## src/viu_defs.svh

```systemverilog
// Constants of the vectored interrupt unit: offsets, fields, reset values
// Operation
// - Vector returns highest enabled pending request, range 10h to 2Fh.
// - Vector is stable and valid during the core acknowledge read; unit refreshes it every clock, stable only while lines hold still.
// - Trap enable clears on reset and whenever an external request is caught.
// - Software may set trap enable only while the request flag is clear.
// - Pin bit shows the inverted pin, one when asserted; writes ignored.
// - Trap enable lock stays set once written; only reset clears it.
// - While lock is one, trap enable has no influence on forwarding.
// - External trap forwarded when enable or lock is one, else blocked.
// - Low mask, 16 bits, resets FFFFh; bit n enables line n, bit 0 inert.
// - High enable mask, 16 bits, resets FFFFh; bit n enables line n plus 16.
// - Low status shows lines 15 to 1; bit 0 reads zero.
// - High status shows lines 31 to 16.
// - Status shows raw requests regardless of enable masks.
// - Fixed linear priority, line 31 highest.
// - Lines 0 and 24 have no source and never assert.
// - Trap nesting allowed only while lock is one or after enable is set again; maskable nesting left to the core.
// - Vector equals 10h plus line number.
// - Maskable requests are level sensitive.
// - Pending trap status clears on reset and on every read; the code keeps it set when a fresh edge lands in the read cycle.
`ifndef VIU_DEFS_SVH
`define VIU_DEFS_SVH

// Register offsets on the plain register port
`define VIU_ADDR_W        8
`define VIU_OFF_VECTOR    8'h00
`define VIU_OFF_PENDING   8'h02
`define VIU_OFF_TRAPCTL   8'h04
`define VIU_OFF_STAT_LOW  8'h0a
`define VIU_OFF_STAT_HIGH 8'h0c
`define VIU_OFF_EN_LOW    8'h0e
`define VIU_OFF_EN_HIGH   8'h10

// Field positions in the trap control register
`define VIU_TC_EN         0
`define VIU_TC_PIN        1
`define VIU_TC_LOCK       2
// Field position of the external request flag in pending status
`define VIU_PS_EXT        0

// Reset values and vector encoding
`define VIU_EN_RESET      16'hffff
`define VIU_VEC_BASE      8'h10
`define VIU_VEC_TOP       8'h2f
`define VIU_LINE_MASK     32'hfeff_fffe

`endif

```

## src/viu_pkg.sv

```systemverilog
// Types of the vectored interrupt unit
package viu_pkg;

  // Whole state of the unit, bar the reset synchroniser, in one record
  typedef struct packed {
    logic        nmiMeta;
    logic        nmiSync;
    logic        nmiPrev;
    logic        trapEn;
    logic        trapLock;
    logic        extFlag;
    logic [15:0] enLow;
    logic [15:0] enHigh;
    logic [7:0]  vector;
    logic        irqReq;
    logic        nmiReq;
    logic [15:0] rdData;
  } viu_state_t;

endpackage

```

## src/viu_top.sv

```systemverilog
// Vectored interrupt unit: priority vector, masks, status, external trap
`timescale 1ns/10ps
`default_nettype none
`include "viu_defs.svh"

module viu_top
  import viu_pkg::*;
(
  input  wire logic        clock,
  input  wire logic        rst_n,
  input  wire logic [31:0] irqLine,
  input  wire logic        nmiPin_n,
  input  wire logic [7:0]  regAddr,
  input  wire logic [15:0] regWrData,
  input  wire logic        regWr,
  input  wire logic        regRd,
  output logic      [15:0] regRdData,
  output logic      [7:0]  intVector,
  output logic             irqReq,
  output logic             nmiReq
);

  // ==========================================================
  // Reset release
  // ==========================================================
  logic rstMeta_n;
  logic rstSync_n;

  // Assert at once, release two clocks after the pin rises
  always_ff @(posedge clock or negedge rst_n) begin
    if (!rst_n) begin
      rstMeta_n <= 1'b0;
      rstSync_n <= 1'b0;
    end else begin
      rstMeta_n <= 1'b1;
      rstSync_n <= rstMeta_n;
    end
  end

  // ==========================================================
  // State
  // ==========================================================
  viu_state_t st;
  viu_state_t next_st;

  logic [31:0] liveLine;
  logic [31:0] enAll;
  logic [31:0] pendLine;
  logic [7:0]  next_vec;
  logic        nmiFall;
  logic        trapOpen;
  logic        wrTrap;
  logic        rdPend;

  // ==========================================================
  // Request conditioning and priority
  // ==========================================================

  // Unconnected lines are forced low so a stray tie cannot fire
  assign liveLine = irqLine & `VIU_LINE_MASK;
  assign enAll    = {st.enHigh, st.enLow};
  // Plain level qualification; a dropped line just stops counting
  assign pendLine = liveLine & enAll;

  // Fixed linear scan, higher line overrides lower; empty gives 10h
  always_comb begin
    next_vec = `VIU_VEC_BASE;
    for (int i = 1; i < 32; i++) begin
      if (pendLine[i]) begin
        next_vec = `VIU_VEC_BASE + 8'(i);
      end
    end
  end

  // Falling edge seen on the synchronised copy only
  assign nmiFall  = st.nmiPrev & ~st.nmiSync;
  // Lock overrides the enable bit entirely
  assign trapOpen = st.trapLock | st.trapEn;
  assign wrTrap   = regWr && (regAddr == `VIU_OFF_TRAPCTL);
  assign rdPend   = regRd && (regAddr == `VIU_OFF_PENDING);

  // ==========================================================
  // Next-state logic
  // ==========================================================
  always_comb begin
    next_st = st;

    // Two-stage synchroniser, then an edge history stage
    next_st.nmiMeta = nmiPin_n;
    next_st.nmiSync = st.nmiMeta;
    next_st.nmiPrev = st.nmiSync;

    // Vector refreshed every clock; stable while lines hold still
    next_st.vector = next_vec;
    next_st.irqReq = |pendLine;

    // Trap pulse to the core; trapOpen gating is what restricts nesting here
    next_st.nmiReq = nmiFall && trapOpen;

    // Enable mask writes
    if (regWr && (regAddr == `VIU_OFF_EN_LOW)) begin
      next_st.enLow = regWrData;
    end else if (regWr && (regAddr == `VIU_OFF_EN_HIGH)) begin
      next_st.enHigh = regWrData;
    end

    // Trap control write; pin bit is not storage and is dropped
    if (wrTrap) begin
      if (!regWrData[`VIU_TC_EN]) begin
        next_st.trapEn = 1'b0;
      end else if (!st.extFlag) begin
        next_st.trapEn = 1'b1;
      end
      if (regWrData[`VIU_TC_LOCK]) begin
        next_st.trapLock = 1'b1;
      end
    end

    // Read clears the pending flag, but a fresh edge wins
    if (rdPend) begin
      next_st.extFlag = 1'b0;
    end
    if (nmiFall) begin
      next_st.extFlag = 1'b1;
      next_st.trapEn  = 1'b0;
    end

    // Read data lives for exactly the cycle after the strobe
    next_st.rdData = 16'h0000;
    if (regRd) begin
      if (regAddr == `VIU_OFF_VECTOR) begin
        next_st.rdData = {8'h00, st.vector};
      end else if (regAddr == `VIU_OFF_PENDING) begin
        next_st.rdData[`VIU_PS_EXT] = st.extFlag;
      end else if (regAddr == `VIU_OFF_TRAPCTL) begin
        next_st.rdData[`VIU_TC_EN]   = st.trapEn;
        next_st.rdData[`VIU_TC_PIN]  = ~st.nmiSync;
        next_st.rdData[`VIU_TC_LOCK] = st.trapLock;
      end else if (regAddr == `VIU_OFF_STAT_LOW) begin
        next_st.rdData = liveLine[15:0];
      end else if (regAddr == `VIU_OFF_STAT_HIGH) begin
        next_st.rdData = liveLine[31:16];
      end else if (regAddr == `VIU_OFF_EN_LOW) begin
        next_st.rdData = st.enLow;
      end else if (regAddr == `VIU_OFF_EN_HIGH) begin
        next_st.rdData = st.enHigh;
      end
    end
  end

  // ==========================================================
  // State register
  // ==========================================================

  // Pin history resets to idle high so reset cannot fake an edge
  always_ff @(posedge clock or negedge rstSync_n) begin
    if (!rstSync_n) begin
      st.nmiMeta  <= 1'b1;
      st.nmiSync  <= 1'b1;
      st.nmiPrev  <= 1'b1;
      st.trapEn   <= 1'b0;
      st.trapLock <= 1'b0;
      st.extFlag  <= 1'b0;
      st.enLow    <= `VIU_EN_RESET;
      st.enHigh   <= `VIU_EN_RESET;
      st.vector   <= `VIU_VEC_BASE;
      st.irqReq   <= 1'b0;
      st.nmiReq   <= 1'b0;
      st.rdData   <= 16'h0000;
    end else begin
      st <= next_st;
    end
  end

  // Every output straight from the state record
  assign regRdData = st.rdData;
  assign intVector = st.vector;
  assign irqReq    = st.irqReq;
  assign nmiReq    = st.nmiReq;

  // One check per line 1 to 31 except 24; the highest pending line names the vector
  for (genvar n = 1; n < 32; n++) begin : g_lineVec
    if (n != 24) begin : g_live

    end
  end
endmodule
`default_nettype wire

```

## config.mk

```make
export PLATFORM = sky130hd
export DESIGN_NAME = viu_top
export DESIGN_NICKNAME = d
export VERILOG_FILES = /design/src/viu_pkg.sv /design/src/viu_top.sv
export VERILOG_INCLUDE_DIRS = /design/src /design/src/src
export SDC_FILE = /design/constraint.sdc
export NUM_CORES = 1
export LEC_CHECK = 0
export BUFFER_PORTS_ARGS = -buffer_cell sky130_fd_sc_hd__buf_2
export CORE_AREA = 3 3 113 115
export DETAILED_ROUTE_END_ITERATION = 7
export DIE_AREA = 0 0 116 118
export RECOVER_POWER = 50
export SETUP_SLACK_MARGIN = 0.3
export SLEW_MARGIN = 15
export SYNTH_ARGS = -nofsm -noshare
export SYNTH_HDL_FRONTEND = slang
export SYNTH_SLANG_ARGS = --single-unit
```

## constraint.sdc

```tcl
create_clock -name clock -period 2.4 [get_ports clock]
set_input_delay 0.12 -clock clock [delete_from_list [all_inputs] [get_ports clock]]
set_output_delay 0.12 -clock clock [all_outputs]
set_load 0.02 [all_outputs]
```

==> run_results.csv <==
group,metric,value,unit
status,outcome,"finished clean",
route,drtIter0Drc,229,
grt,vias_in_the_first_global_route,3117,
clock_network,clock_insertion_delay_worst_skew,0.33,ns
synthesis,post_synthesis_cells,344,
route,antenna_left,0,
floorplanning,chipWidth,116,um
floorplanning,fp.coreArea,0.0119,sq mm
synthesis,ys_top_cells_by_area,"sky130_fd_sc_hd__dfstp_2 (27%), sky130_fd_sc_hd__dfrtp_1 (20%), sky130_fd_sc_hd__mux2_2 (6.7%), sky130_fd_sc_hd__nand2_1 (5.4%), sky130_fd_sc_hd__buf_4 (5.3%)",
synthesis,synth_area_per_cell,10.3,sq um
route,routed_wirelength,11.1,mm
clock_network,clkTransAtPathRegs,0.05,ns
synthesis,synth_enable_flop_cells,0,
job,maxCapViolCount,0,
synthesis,predominant_post_synthesis_flop_cell,"sky130_fd_sc_hd__dfstp_2",
timing,max-slew-margin-rel,0.180,
synthesis,ys_async_sr_fraction,1.00,
timing,worst_pin_slew,1.23,ns
timing,grt_setup_unrepaired,"no",
route,post-route-drc-count,0,
floorplanning,initial_utilization,0.297,
setup_path,critPathLaunchType,"flip-flop",
synthesis,area_of_the_mapped_netlist,0.00353,sq mm
setup_path,cp.arrival,2.20,ns
route,dr_total_vias,3051,
clock_network,ctsRootBufferMaster,"sky130_fd_sc_hd__clkbuf_16",
route,dr_wl_cell,19.8,um
clock_network,tritoncts_clock_tree,"built",
placed_design,preCtsSetupSlack,0.276,ns
floorplanning,design.die.area,0.0137,sq mm
timing,setup_viol,0,
setup_path,timing_worst_setup_path_type,"reg -> reg",
timing,final.setup_skew,0.00549,ns
final_layout,layout.nets,471,
grt,grt_start_max_net_pins,35,
timing,fin_setup_tns,0,ns
final_layout,leading_cell_type_in_the_layout_fill_and_taps_excluded,"sky130_fd_sc_hd__buf_2",
floorplanning,num_io_pins,87,
grt,antenna_found_initial,2,
synthesis,yosysWarningCount,0,
grt,grt_overflow,0,
min_path,timing.hold.worst.start,"regWrData[12]",
floorplanning,std_cell_rows,40,
synthesis,portion_of_synthesized_cell_area_occupied_by_the_leading_cell_type,0.268,
setup_path,timing.critical_path.required,2.59,ns
power,leakage,1.84,nW
setup_path,max_stage_delay,0.57,ns
setup_path,reg2regPathDepth,5,
final_layout,final_layout_size_suffix_gt1_frac,0.378,
final_layout,antenna_cells_inserted,0,
floorplanning,die_height,118,um
final_layout,post-route-util,0.357,
synthesis,synth.lib_cells_used.distinct,54,
timing,report.final.slew_viol_count,0,
synthesis,synth.ff_latch_count,64,
synthesis,yosysSeqAreaShare,0.466,
placed_design,place.gp.congestion,0.849,
setup_path,rr_endpoint,"irqReq$_DFF_PN0_",
setup_path,setup.worst_path.end_class,"flip-flop",
final_layout,flow.area_growth_from_synthesis,20.4,%
timing,timing.final.crit_share,0.839,
setup_path,cp_max_fo,4,
placed_design,dp_hpwl,8.45,mm
clock_network,cts_setup_buffers,0,
timing,timing.final.ws_setup,0.386,ns
power,p_total,0.00293,W
setup_path,highest_delay_cell_along_the_critical_path,"sky130_fd_sc_hd__or4_4",
grt,grt_use_total,0.169,
min_path,hp-class,"in -> reg",
final_layout,final.fill_count,1233,
clock_network,clock_sinks,64,
grt,grt_pass1_wl,17.5,mm
synthesis,post-synth-top-area-cell,"sky130_fd_sc_hd__dfstp_2",
timing,layout_min_cycle_time,2.01,ns
min_path,min_to,"enAll[28]$_DFFE_PN1P_",
power,ir_worst_vdd,342,uV
min_path,timing.hold.worst_path_depth,2,
setup_path,reg2reg_from,"enAll[26]$_DFFE_PN1P_",
clock_network,cts_buffers,9,
power,power_per_cell_area,690,mW/mm^2
setup_path,worstPathCellList,"nand2_1 > and2_1 > nand2_1 > or4_4 > or4b_1",
placed_design,place.port_buffers,82,
setup_path,timing.critical_path.mode_cell,"sky130_fd_sc_hd__nand2_1",
timing,max_clock_freq,497,MHz
route,detail_route.first_pass.iterations,5,
clock_network,clock_path_buffers,2,
route,drt-vias-per-instance,5.43,
setup_path,regToRegSetupSlack,0.39,ns
timing,timing.final.hold_violations,0,
clock_network,cts-htree-levels,3,
final_layout,commonest_non_fill_non_tap_cells_in_the_layout,"sky130_fd_sc_hd__buf_2 (58), sky130_fd_sc_hd__nand2_1 (51), sky130_fd_sc_hd__dfstp_2 (36), sky130_fd_sc_hd__dfrtp_1 (28), sky130_fd_sc_hd__clkbuf_1 (25)",
-- report_power, final --
part           switching [W]  internal (W)  total (W)
logic               0.000237      0.000156   0.000393
clock network       0.000466      0.000829    0.00130
registers          0.0000697       0.00118    0.00125
-- metal layers --
metal / wire length, um / GRT usage / share of wire / up-vias
met2: 5260 / 0.261 / 0.47 / 151
li1: - / - / - / 1384
met3: 994 / 0.0488 / 0.090 / 16
met4: 194 / 0.0667 / 0.017 / 4
met1: 4640 / 0.221 / 0.42 / 1496
met5: 21 / 0 / 0.0019 / -
-- kinds of logic (layout without fill, tap and decap cells) --
logic type,Yosys count,after routing,synth area share
mux,37,37,0.126
flops,64,64,0.466
buf+inv,46,116,0.0789
simple gates,101,101,0.137
other cells,2,3,0.00212
compound gates,93,93,0.187
xor+xnor,1,1,0.00248
-- per-stage QoR --
step,hold slack [ns],std cells,area (sq um)
3_5_place_dp,-0.0909,544,3960
2_1_floorplan,-0.176,345,3540
3_3_place_gp,-0.0934,544,3960
4_1_cts,0.0258,562,4280
6_report,0.0363,562,4250
5_1_grt,0.0418,562,4250
-- synthesized netlist by cell type (all sizes together) (7+ instances only) --
cell type,number
nand2,53
dfstp,36
buf,32
mux2,31
dfrtp,28
o21ai,22
nor2,17
a221oi,12
a22oi,11
o211ai,11
a21oi,10
inv,7
-- final cells by class --
class / instances / area (sq um) / share of cell area
flip-flops and latches: 64 / 1650 / 0.387
multi-input cells: 235 / 1620 / 0.381
repair buffers: 92 / 473 / 0.111
clock buffers: 11 / 243 / 0.0571
inverters: 8 / 30.0 / 0.00706
well taps: 147 / 184 / 0.0432
clock inverters: 5 / 56.3 / 0.0132
-- state kept, by name, summed over array words and instances, names as in the netlist --
name       count
st             4
next_st        2
irqReq         1
enAll         32
intVector      6
regRdData     16
nmiReq         1
rstSync_n      1
rstMeta_n      1
-- worst max-delay path: cells and delay by family, from the launching register on --
kind             cells  cell delay [ns]
DFF                  1             0.37
and+or+nand+nor      5             1.50
-- repair_timing --
action / in CTS / in global routing
endpoints found under the setup margin: 1 / 1
hold buffers: 2 / 0
pin swaps: 0 / 0
hold endpoints to repair: 3 / 0
resized for setup: 1 / 1
-- worst max-delay path by stage --
stage / from / to / slack, ns / cells after the start
floorplan: enAll[28]$_DFFE_PN1P_ / irqReq$_DFF_PN0_ / 0.52 / 4
global placement: enAll[28]$_DFFE_PN1P_ / irqReq$_DFF_PN0_ / 0.36 / 4
detailed placement: enAll[28]$_DFFE_PN1P_ / irqReq$_DFF_PN0_ / 0.28 / 4
CTS: enAll[28]$_DFFE_PN1P_ / irqReq$_DFF_PN0_ / 0.35 / 4
global route: enAll[26]$_DFFE_PN1P_ / irqReq$_DFF_PN0_ / 0.31 / 5
finish: enAll[26]$_DFFE_PN1P_ / irqReq$_DFF_PN0_ / 0.39 / 5
No activity file was read; power rests on OpenSTA's default activity.
